## src/verilog/genset_pkg.sv

```systemverilog
package genset_pkg;

  // clock and time base
  localparam int CLK_PERIOD_NS = 32'h64;
  localparam longint SEC_NS = 64'h3B9ACA00;
  // cycles in one second, derived from the clock period
  localparam int SEC_CYCLES = int'(SEC_NS / longint'(CLK_PERIOD_NS));

  // phase durations in seconds
  localparam logic [5:0] SPLASH_S = 6'h05;
  localparam logic [5:0] PREHEAT_S = 6'h0A;
  localparam logic [5:0] COLD_PREHEAT_S = 6'h28;
  localparam logic [5:0] OVERRIDE_S = 6'h0A;
  localparam logic [5:0] SEC_SAT = 6'h3F;

  // temperature limits in degrees celsius
  localparam logic signed [7:0] FREEZE_C = 8'sh00;
  localparam logic signed [7:0] INV_TRIP_C = 8'sh4B;

  // utilisation and service interval limits
  localparam logic [6:0] LOAD_FULL_PCT = 7'h64;
  localparam logic [23:0] SVC_EXT_PCT = 24'h00001E;
  localparam logic [23:0] PCT_DIV = 24'h000064;
  localparam logic [15:0] SVC_EXT_MAX_H = 16'h00C8;

  // reset values
  localparam logic [15:0] START_RPM_DEF = 16'h0190;
  localparam logic [2:0] INV_PAGES_DEF = 3'h1;

  // bit positions inside the synchronised input vector
  localparam int IN_ONOFF = 32'h0;
  localparam int IN_START = 32'h1;
  localparam int IN_UP = 32'h2;
  localparam int IN_DOWN = 32'h3;
  localparam int IN_CLUTCH = 32'h4;
  localparam int NUM_SYNC = 32'h5;

  // operating modes, also used as status text selector
  typedef enum logic [2:0] {
    MODE_OFF,
    MODE_STANDBY,
    MODE_PREHEAT,
    MODE_STARTING,
    MODE_START_FAIL,
    MODE_OVERRIDE,
    MODE_RUNNING,
    MODE_STOPPING
  } mode_t;

  // display screen selector
  typedef enum logic [2:0] {
    SCR_BLANK,
    SCR_SPLASH,
    SCR_DEFAULT,
    SCR_SERVICE,
    SCR_INVERTER
  } screen_t;

endpackage : genset_pkg

```

## src/verilog/button_sync.sv

```systemverilog
`timescale 1ns/1ns
module button_sync #(
  parameter int Width = 5
) (
  // clock and reset
  input wire logic clk,
  input wire logic resetn,
  // raw pins, active high
  input wire logic [Width-1:0] rawIn,
  // synchronised levels and one-cycle press pulses
  output logic [Width-1:0] level,
  output logic [Width-1:0] press
);
  import genset_pkg::*;

  // whole state: two sync stages and the edge-detect stage
  typedef struct packed {
    logic [Width-1:0] meta;
    logic [Width-1:0] sync;
    logic [Width-1:0] last;
  } sync_state_t;

  sync_state_t st_ff; // registered state
  sync_state_t nxt_st; // next state

  // meta is read only by the sync stage
  always_comb
  begin
    nxt_st = st_ff;
    nxt_st.meta = rawIn;
    nxt_st.sync = st_ff.meta;
    nxt_st.last = st_ff.sync;
  end

  // state register
  always_ff @(posedge clk)
  begin
    if (!resetn)
    begin
      st_ff <= '0;
    end
    else
    begin
      st_ff <= nxt_st;
    end
  end

  // one rising edge gives exactly one pulse
  assign level = st_ff.sync;
  assign press = st_ff.sync & ~st_ff.last;

endmodule : button_sync

```

## src/verilog/genset_start_mode_sequencer.sv

```systemverilog
`timescale 1ns/1ns
module genset_start_mode_sequencer #(
  parameter int SecCycles = genset_pkg::SEC_CYCLES,
  parameter logic [2:0] NumInvPages = genset_pkg::INV_PAGES_DEF
) (
  // clock and reset
  input wire logic clk,
  input wire logic resetn,
  // panel buttons and clutch sense, raw pins, active high
  input wire logic btnOnOff,
  input wire logic btnStartStop,
  input wire logic btnUp,
  input wire logic btnDown,
  input wire logic clutchEngaged,
  // measurements from the same clock domain
  input wire logic signed [7:0] headTempC,
  input wire logic signed [7:0] inverterTempC,
  input wire logic [15:0] engineRpm,
  input wire logic [6:0] loadPct,
  input wire logic faultIn,
  // start configuration
  input wire logic [15:0] startRpm,
  input wire logic [5:0] crankLimitSec,
  // service interval accounting
  input wire logic dynamicHoursEn,
  input wire logic [15:0] serviceBaseH,
  input wire logic [15:0] serviceExtraH,
  // mode and display
  output genset_pkg::mode_t statusMode,
  output genset_pkg::screen_t screenSel,
  output logic [2:0] inverterPage,
  output logic [6:0] barPct,
  output logic [15:0] serviceIntervalH,
  output logic startFailed,
  output logic faultActive,
  // actuators
  output logic powerDown,
  output logic glowOn,
  output logic starterOn,
  output logic fuelRun,
  output logic inverterOn,
  output logic speedMax
);
  import genset_pkg::*;

  // smaller of two hour counts
  function automatic logic [15:0] min16(input logic [15:0] a, input logic [15:0] b);
    min16 = (a < b) ? a : b;
  endfunction : min16

  // whole state of the sequencer, outputs included
  typedef struct packed {
    mode_t mode;
    screen_t screen;
    logic [2:0] invPage;
    logic [5:0] phaseSec;
    logic [5:0] splashSec;
    logic coldStart;
    logic [6:0] bar;
    logic [15:0] svcHours;
    logic startFail;
    logic faultAct;
    logic powerDown;
    logic glow;
    logic starter;
    logic fuel;
    logic inverter;
    logic speedMax;
  } seq_state_t;

  // stand-by with the splash screen, every other field cleared
  localparam seq_state_t ST_RESET = '{mode: MODE_STANDBY, screen: SCR_SPLASH, default: '0};

  seq_state_t st_ff; // registered state
  seq_state_t nxt_st; // next state

  logic [NUM_SYNC-1:0] rawPins; // pins in sync order
  logic [NUM_SYNC-1:0] pinLevel; // synchronised levels
  logic [NUM_SYNC-1:0] pinPress; // one-cycle presses
  logic secTick; // one pulse per second
  logic phaseRestart; // mode change, realign the second
  logic [5:0] preheatLen; // selected pre-heat length
  logic [23:0] extPct; // 30 percent of base interval
  logic [15:0] extLimit; // extension ceiling in hours
  logic cursorPress; // either cursor button
  logic [16:0] svcSum; // base plus capped bonus, carry kept

  assign rawPins = {clutchEngaged, btnDown, btnUp, btnStartStop, btnOnOff};

  // pin synchroniser and edge detector
  button_sync #(
    .Width(NUM_SYNC)
  ) u_sync (
    .clk(clk),
    .resetn(resetn),
    .rawIn(rawPins),
    .level(pinLevel),
    .press(pinPress)
  );

  // second base, restarted on every mode change
  second_tick #(
    .Cycles(SecCycles)
  ) u_tick (
    .clk(clk),
    .resetn(resetn),
    .restart(phaseRestart),
    .tick(secTick)
  );

  // the prescaler restarts on a mode change, so each new phase counts its seconds from its first cycle
  assign phaseRestart = (nxt_st.mode != st_ff.mode);
  assign cursorPress = pinPress[IN_UP] | pinPress[IN_DOWN];
  assign preheatLen = st_ff.coldStart ? COLD_PREHEAT_S : PREHEAT_S;

  // extension ceiling: 30 percent of the base, never above 200 hours
  assign extPct = ({8'h00, serviceBaseH} * SVC_EXT_PCT) / PCT_DIV;
  assign extLimit = min16(extPct[15:0], SVC_EXT_MAX_H);
  assign svcSum = {1'b0, serviceBaseH} + {1'b0, min16(serviceExtraH, extLimit)};

  // mode sequencing and output decoding
  always_comb
  begin
    nxt_st = st_ff;
    // phase seconds, saturating so a long stop never wraps
    nxt_st.phaseSec = st_ff.phaseSec + {5'h00, (secTick && (st_ff.phaseSec != SEC_SAT))};
    // splash screen gives way after five seconds
    if (st_ff.screen == SCR_SPLASH && secTick)
    begin
      nxt_st.splashSec = st_ff.splashSec + 6'h01;
      if (st_ff.splashSec + 6'h01 >= SPLASH_S)
      begin
        nxt_st.screen = SCR_DEFAULT;
      end
    end
    case (st_ff.mode)
      // controller switched off, only on/off wakes it
      MODE_OFF:
      begin
        if (pinPress[IN_ONOFF])
        begin
          nxt_st.mode = MODE_STANDBY;
          nxt_st.screen = SCR_SPLASH;
          nxt_st.splashSec = 6'h00;
        end
      end
      // waiting for the operator
      MODE_STANDBY:
      begin
        if (pinPress[IN_ONOFF])
        begin
          nxt_st.mode = MODE_OFF;
          nxt_st.screen = SCR_BLANK;
        end
        else if (pinPress[IN_START])
        begin
          nxt_st.mode = MODE_PREHEAT;
          nxt_st.coldStart = (headTempC < FREEZE_C);
          nxt_st.screen = SCR_DEFAULT;
        end
        else if (cursorPress && st_ff.screen != SCR_SPLASH)
        begin
          // toggle between default and service view
          nxt_st.screen = (st_ff.screen == SCR_SERVICE) ? SCR_DEFAULT : SCR_SERVICE;
        end
      end
      // glow heater on for the pre-heat length chosen by coldStart
      MODE_PREHEAT:
      begin
        if (pinPress[IN_START])
        begin
          nxt_st.mode = MODE_STANDBY;
        end
        else if (st_ff.phaseSec >= preheatLen)
        begin
          nxt_st.mode = MODE_STARTING;
        end
      end
      // single crank, ended by speed, by the time limit or by a start press
      MODE_STARTING:
      begin
        if (engineRpm > startRpm)
        begin
          nxt_st.mode = MODE_OVERRIDE;
        end
        else if (pinPress[IN_START])
        begin
          nxt_st.mode = MODE_STANDBY;
        end
        else if (st_ff.phaseSec >= crankLimitSec)
        begin
          nxt_st.mode = MODE_START_FAIL;
        end
      end
      // failure shown until acknowledged, never a retry
      MODE_START_FAIL:
      begin
        if (cursorPress || pinPress[IN_START])
        begin
          nxt_st.mode = MODE_STANDBY;
        end
      end
      // warm-up window, faults are not looked at here
      MODE_OVERRIDE:
      begin
        if (pinPress[IN_START])
        begin
          nxt_st.mode = MODE_STOPPING;
        end
        else if (st_ff.phaseSec >= OVERRIDE_S)
        begin
          nxt_st.mode = MODE_RUNNING;
        end
      end
      // normal operation
      MODE_RUNNING:
      begin
        if (pinPress[IN_START] || faultIn)
        begin
          nxt_st.mode = MODE_STOPPING;
          nxt_st.screen = SCR_DEFAULT;
        end
        else if (pinPress[IN_UP])
        begin
          // walk default, inverter pages, back to default
          if (st_ff.screen != SCR_INVERTER)
          begin
            nxt_st.screen = SCR_INVERTER;
            nxt_st.invPage = 3'h0;
          end
          else if (st_ff.invPage + 3'h1 >= NumInvPages)
          begin
            nxt_st.screen = SCR_DEFAULT;
          end
          else
          begin
            nxt_st.invPage = st_ff.invPage + 3'h1;
          end
        end
        else if (pinPress[IN_DOWN])
        begin
          nxt_st.screen = SCR_DEFAULT;
        end
      end
      // fuel cut, wait for the engine to stand still
      MODE_STOPPING:
      begin
        if (engineRpm == 16'h0000)
        begin
          nxt_st.mode = MODE_STANDBY;
        end
      end
    endcase
    // a new phase counts from zero
    if (nxt_st.mode != st_ff.mode)
    begin
      nxt_st.phaseSec = 6'h00;
      if (st_ff.screen == SCR_SERVICE || st_ff.screen == SCR_INVERTER)
      begin
        nxt_st.screen = SCR_DEFAULT;
      end
    end
    // outputs decoded from the next mode so they change with it
    nxt_st.powerDown = (nxt_st.mode == MODE_OFF);
    nxt_st.glow = (nxt_st.mode == MODE_PREHEAT);
    nxt_st.starter = (nxt_st.mode == MODE_STARTING);
    nxt_st.fuel = (nxt_st.mode == MODE_STARTING) || (nxt_st.mode == MODE_OVERRIDE) ||
                  (nxt_st.mode == MODE_RUNNING);
    nxt_st.startFail = (nxt_st.mode == MODE_START_FAIL);
    // fault seen in running, held through the stop it causes, never in override
    nxt_st.faultAct = (faultIn && (st_ff.mode == MODE_RUNNING)) ||
                      (st_ff.faultAct && (nxt_st.mode == MODE_STOPPING));
    // inverter runs only with the board below the trip point
    nxt_st.inverter = ((nxt_st.mode == MODE_OVERRIDE) || (nxt_st.mode == MODE_RUNNING)) &&
                      (inverterTempC < INV_TRIP_C);
    // full speed while the clutch holds in override or running, normal speed otherwise
    nxt_st.speedMax = pinLevel[IN_CLUTCH] &&
                      ((nxt_st.mode == MODE_OVERRIDE) || (nxt_st.mode == MODE_RUNNING));
    // bar graph is a guide value, clipped at full scale, zero outside running
    nxt_st.bar = (nxt_st.mode != MODE_RUNNING) ? 7'h00 :
                 ((loadPct > LOAD_FULL_PCT) ? LOAD_FULL_PCT : loadPct);
    // service interval; a carry out clips the sum rather than wrapping it
    nxt_st.svcHours = !dynamicHoursEn ? serviceBaseH : (svcSum[16] ? 16'hFFFF : svcSum[15:0]);
  end

  // state register
  always_ff @(posedge clk)
  begin
    if (!resetn)
    begin
      st_ff <= ST_RESET;
    end
    else
    begin
      st_ff <= nxt_st;
    end
  end

  // every output straight from the state register
  assign statusMode = st_ff.mode;
  assign screenSel = st_ff.screen;
  assign inverterPage = st_ff.invPage;
  assign barPct = st_ff.bar;
  assign serviceIntervalH = st_ff.svcHours;
  assign startFailed = st_ff.startFail;
  assign faultActive = st_ff.faultAct;
  assign powerDown = st_ff.powerDown;
  assign glowOn = st_ff.glow;
  assign starterOn = st_ff.starter;
  assign fuelRun = st_ff.fuel;
  assign inverterOn = st_ff.inverter;
  assign speedMax = st_ff.speedMax;

endmodule : genset_start_mode_sequencer

```

## src/verilog/second_tick.sv

```systemverilog
`timescale 1ns/1ns
module second_tick #(
  parameter int Cycles = genset_pkg::SEC_CYCLES
) (
  // clock and reset
  input wire logic clk,
  input wire logic resetn,
  // restarts the second so a phase gets whole seconds
  input wire logic restart,
  // one-cycle pulse each second
  output logic tick
);
  import genset_pkg::*;

  localparam int CW = (Cycles > 2) ? $clog2(Cycles) : 1;
  localparam logic [CW-1:0] LAST = CW'(Cycles - 1);

  // whole state: prescaler and pulse
  typedef struct packed {
    logic [CW-1:0] cnt;
    logic tick;
  } tick_state_t;

  tick_state_t st_ff; // registered state
  tick_state_t nxt_st; // next state

  // prescaler, wraps after one second
  always_comb
  begin
    nxt_st = st_ff;
    nxt_st.tick = 1'b0;
    if (restart)
    begin
      nxt_st.cnt = '0;
    end
    else if (st_ff.cnt == LAST)
    begin
      nxt_st.cnt = '0;
      nxt_st.tick = 1'b1;
    end
    else
    begin
      nxt_st.cnt = st_ff.cnt + 1'b1;
    end
  end

  // state register
  always_ff @(posedge clk)
  begin
    if (!resetn)
    begin
      st_ff <= '0;
    end
    else
    begin
      st_ff <= nxt_st;
    end
  end

  assign tick = st_ff.tick;

endmodule : second_tick
```

## config.mk

```make
export PLATFORM = sky130hd
export DESIGN_NAME = genset_start_mode_sequencer
export DESIGN_NICKNAME = d
export VERILOG_FILES = /design/src/verilog/genset_pkg.sv /design/src/verilog/button_sync.sv /design/src/verilog/genset_start_mode_sequencer.sv /design/src/verilog/second_tick.sv
export SDC_FILE = /design/constraint.sdc
export NUM_CORES = 1
export LEC_CHECK = 0
export ABC_AREA = 1
export CAP_MARGIN = 5
export CORE_MARGIN = 2
export CORE_UTILIZATION = 30
export CTS_CLUSTER_SIZE = 40
export DETAILED_ROUTE_END_ITERATION = 10
export DONT_BUFFER_PORTS = 1
export GPL_TIMING_DRIVEN = 0
export PLACE_DENSITY = 0.42
export SLEW_MARGIN = 20
export SYNTH_ARGS = -nofsm -noshare
export SYNTH_HDL_FRONTEND = slang
export SYNTH_HIERARCHICAL = 1
export SYNTH_SLANG_ARGS = --single-unit
export TNS_END_PERCENT = 5
```

## constraint.sdc

```tcl
create_clock -name clk -period 27.5 [get_ports clk]
set_input_delay 1.375 -clock clk [delete_from_list [all_inputs] [get_ports clk]]
set_output_delay 1.375 -clock clk [all_outputs]
set_load 0.01 [all_outputs]
```

==> metrics, run 1 <==
clock tree from TritonCTS=done; Least-Margin Pin Slew=approximately 1.1 ns; detailed-route via count=approximately 17000; Netlist Area Pre-Place=between 15000 and 20000 sq um; clk sink count=between 90 and 100; crit end category=flip-flop; FILL cells=6674; CTS clk-pin slew, worst paths=0.07 ns; Final WS setup=6.90 ns; CTS Hold Buffers Added=0; GR Util met1=0.236; met2 Track Usage GR=0.304; H-tree level count=3; # rows=a little under 90; Arr. time, crit path=20.83 ns; ANT cells=0; CTS Buf Count=9; Fmax=approximately 49 MHz; # setup viols final=0; clk_lat worst skew=between 0.3 and 0.4 ns; input/output buffers=0; reg2reg path depth=18; first-pass GRT wire length=87000 microns; die area=roughly 60000 sq um; crit-path most repeated cell=nand2_2; Levels on crit path=roughly 130; Post-CTS Resized=0; syn_area_per_cell=6.54 sq um; grt peak-use layer=met2; RSZ-0062 raised after global routing=false; # IOs=142; CP Launch Type=input pin; setup slack at placement=6.51 ns; met3 global-route usage=0.0167; TNS Setup=0 ns; DIE WIDTH=~250 microns; RePlAce Congestion=about 0.85; Hold Path Class=reg2reg; slowest cell delay on critical path=0.53 ns; initial antenna violation count=1; Final Hold Viols=0; area occupied by multi-input gates=between 10000 and 15000 sq um; Post-Route WL=roughly 53000 microns; period utilisation layout=0.749; Post-CTS Setup Repair Bufs=0; Clock Path Buffers=2; Pre-antenna DRT Iters=7; initial core utilization=0.303; post-route clock skew=between 0.008 and 0.009 ns; fin crit period=between 20 and 25 ns; Max-slew headroom=0.289; number of vias per cell=between 4 and 5; WS Path Type=in2reg; initial DRC count=slightly above 700; Layout Nets=between 2000 and 3000; Detailed Place HPWL=45900 microns; Antenna Violating Nets Remaining=0; area of the core=59000 sq um; final-report max-slew violation count=0; largest net degree at the start of global routing=18; outcome=finished clean; top cell family by delay on the critical path=simple AND/OR/NAND/NOR gates; Die Y=approximately 250 microns; Reg area=1840 sq um; DRC viols=0; CTS root buf=clkbuf_16; grt total ovfl=0; Buf/Inv on CP=17; synthesized instance count=around 2700; All-Layer GR Usage=0.174; DR WL/cell=about 15 microns; vias in the first global route=~16000; CP Max Fanout=10; share of layout cells above drive strength 1=0.235; cell count of the worst hold path=2; Ys Warns=6; MaxCap Viol Count=0; P&R area growth vs syn=7.32%; Crit-path slowest cell=fa_1; WP data required=~28 ns
[cell usage in the layout, fill, tap and decap left out, types with 12 or more instances in the layout]
master   count
ha_1        86
nand2_2    180
xnor2_1     20
xor2_1      76
nand3_2     50
dfxtp_1     92
fa_1        30
nor3_1      27
nor2_2      51
nand2_1    590
nand3_1    211
nor2_4      43
o21ai_1     12
nand2_4    123
nor4_1      13
inv_1      393
nor2_1     245
nand4_1     75
o21ai_0     41
inv_2       41
a21oi_1     77
nand3_4     13
buf_4       33
[tightest hold or removal path, delay by kind of cell, from the launching register on]
kind | cells | cell delay [ns]
and+or+nand+nor | 1 | 0.05
buffers and inverters | 1 | 0.04
DFF | 1 | 0.31
[worst paths after layout]
check	from	end	slack (ns)
max reg2reg	statusMode[1]	u_tick/st_ff[4]	24.21
min reg2reg	u_sync/nxt_st[7]	u_sync/level[2]	0.42
max	serviceBaseH[0]	serviceIntervalH[6]	6.90
min	u_sync/nxt_st[7]	u_sync/level[2]	0.42
[cell type report]
class,count,share of cell area
sequential,92,0.0958
clock inverter,6,0.00397
inverter,459,0.0931
buffer,69,0.0380
clock buffer,10,0.0124
tap,773,0.0503
multi-input combinational,2125,0.706
[flip-flops by register name (all words and copies together) (netlist names), 4 cells and up]
signal	flops
u_sync/nxt_st	5
barPct	7
st_ff	13
u_sync/level	5
u_tick/st_ff	24
u_sync/st_ff	4
serviceIntervalH	16
[per-layer routing]
layer | part of all wire | vias to the layer above
met2 | 0.47 | 222
met4 | 0.0080 | 2
met1 | 0.49 | 7741
met3 | 0.032 | 25
met5 | 0.00024 | -
li1 | - | 8716
[per-stage QoR]
| step | utilization | hold slack [ns] | cells | area (sq um) |
|---|---|---|---|---|
| floorplan | - | 0.390 | 2745 | 17900 |
| global placement | 0.320 | 0.402 | 3518 | 18900 |
| detailed placement | 0.320 | 0.401 | 3518 | 18900 |
| CTS | 0.326 | 0.420 | 3534 | 19200 |
| global route | 0.326 | 0.446 | 3534 | 19200 |
| finish | 0.326 | 0.416 | 3534 | 19200 |
Power of run 1 is not shown: default switching activity piles up to over one toggle a cycle in this logic, so the estimate is an artifact.
==> run 2, diff against run 1 <==
Clock period 27.5 ns to 21 ns, I/O delays scaled along.
==> metrics, run 2 (synthesis gave the netlist of run 1 again) <==
first-pass GRT wire length=87000 microns (unchanged); number of vias per cell=4.72 (-0.18%); Crit-path slowest cell=fa_1; MaxCap Viol Count=0 (unchanged); WP data required=21.21 ns (-6.52 ns); DR WL/cell=15.1 microns (+0.19%); RePlAce Congestion=0.847 (unchanged); share of layout cells above drive strength 1=0.245 (+0.0102); post-route clock skew=0.00892 ns (-0.00000435 ns); final instance area=19500 sq um (+1.4%); CTS Buf Count=9 (unchanged); Least-Margin Pin Slew=1.05 ns (-0.0166 ns); Antenna Violating Nets Remaining=0 (unchanged); final-report max-slew violation count=0 (unchanged); # setup viols final=0 (unchanged); FILL cells=6658 (-0.24%); most common cell after layout, fill and taps aside=nand2_1; H-tree level count=3 (unchanged); Most flops, register=u_tick/st_ff; reg2reg path depth=18 (unchanged); Die Y=248 microns (unchanged); slowest cell delay on critical path=0.57 ns (+0.04 ns); CP Launch Type=input pin; Final Hold Viols=0 (unchanged); WS Path Type=in2reg; max reg flops=24 (unchanged); All-Layer GR Usage=0.174 (unchanged); clk_lat worst skew=0.34 ns (about the same); CP Max Fanout=10 (unchanged); grt total ovfl=0 (unchanged); detailed-route via count=16800 (+0.50%); clock tree from TritonCTS=done; Max-slew headroom=0.300 (+0.0111); # rows=89 (unchanged); CTS root buf=clkbuf_16; Fmax=approximately 50 MHz; Clock Path Buffers=2 (unchanged); outcome=finished clean; Post-DP Area=18900 sq um (unchanged); clk sink count=92 (unchanged); hold slack=0.416 ns (-0.00000100 ns); initial DRC count=696 (-2.2%); commonest non-fill, non-tap cells in the layout=589 x nand2_1, 390 x inv_1, 243 x nor2_1, 211 x nand3_1, 180 x nand2_2; vias in the first global route=16400 (unchanged); Detailed Place HPWL=45900 microns (unchanged); largest net degree at the start of global routing=18 (unchanged); fin crit period=slightly below 20 ns; DRC viols=0 (unchanged); Arr. time, crit path=19.63 ns (-1.20 ns); Pre-antenna DRT Iters=5 (-2); ANT cells=0 (unchanged); cell count of the worst hold path=2 (unchanged); area of the core=59000 sq um (unchanged); initial core utilization=0.303 (unchanged); Post-Route WL=53600 microns (+0.87%); period utilisation layout=0.925; P&R area growth vs syn=8.86%; DIE WIDTH=248 microns (unchanged); CTS clk-pin slew, worst paths=0.07 ns (about the same); initial antenna violation count=1 (unchanged); Layout Nets=2998 (+0.81%); # IOs=142 (unchanged); input/output buffers=0 (unchanged); CTS Hold Buffers Added=0 (unchanged); crit end category=flip-flop; die area=61700 sq um (unchanged); Hold Path Class=reg2reg; crit-path most repeated cell=nand2_1
run 2: cell types whose count changed in the layout (fill, tap and decap cells not counted), sizes merged:
cell / change
nand3: +2
buf: +20
nand2: +2
inv: -2
clkinvlp: +2
run 2: what timing repair did:
action,4_1_cts,5_1_grt
endpoints found under the setup margin,0,16
setup buffers,0,20
gates resized for setup,0,24
run 2: cell type report:
type / instances / area (sq um) / area share
buffer: 69 / 731 / 0.0375
clock buffer: 10 / 239 / 0.0123
clock inverter: 6 / 76.3 / 0.00392
inverter: 459 / 1800 / 0.0923
multi-input combinational: 2129 / 13700 / 0.702
sequential: 92 / 1840 / 0.0945
tap: 773 / 967 / 0.0496
timing repair buffer: 20 / 150 / 0.00770
run 2: metrics by stage:
| stage | setup TNS, ns | std cells | util | setup slack, ns |
|---|---|---|---|---|
| final | 0 | 3558 | 0.330 | 1.58 |
| after detailed placement | 0 | 3518 | 0.320 | 0.335 |
| after global routing | -0.103 | 3558 | 0.330 | -0.0406 |
| after CTS | 0 | 3534 | 0.326 | 0.661 |
| after floorplan | 0 | 2745 | - | 3.84 |
| after global placement | 0 | 3518 | 0.320 | 0.348 |
run 2: worst max-delay path: cells and delay by family:
kind,cells,cell delay [ns]
AOI/OAI and AO/OA,16,2.42
adders and majority gates,4,1.73
buffers and inverters,17,2.71
and+or+nand+nor,102,11.62
run 2: layer usage:
layer	track usage	wire (microns)	up-vias
met4	0.0208	452	2
met2	0.304	25200	223
met3	0.0167	1780	27
li1	-	-	8775
met5	0	13	-
met1	0.236	26200	7762
run 2: final timing paths:
check	startpoint	endpoint	slack, ns
min reg2reg	u_sync/nxt_st[7]	u_sync/level[2]	0.42
max	serviceBaseH[7]	serviceIntervalH[0]	1.58
max reg2reg	statusMode[1]	u_tick/st_ff[4]	17.70
min	u_sync/nxt_st[7]	u_sync/level[2]	0.42
Power of run 2 is left out for the same reason.
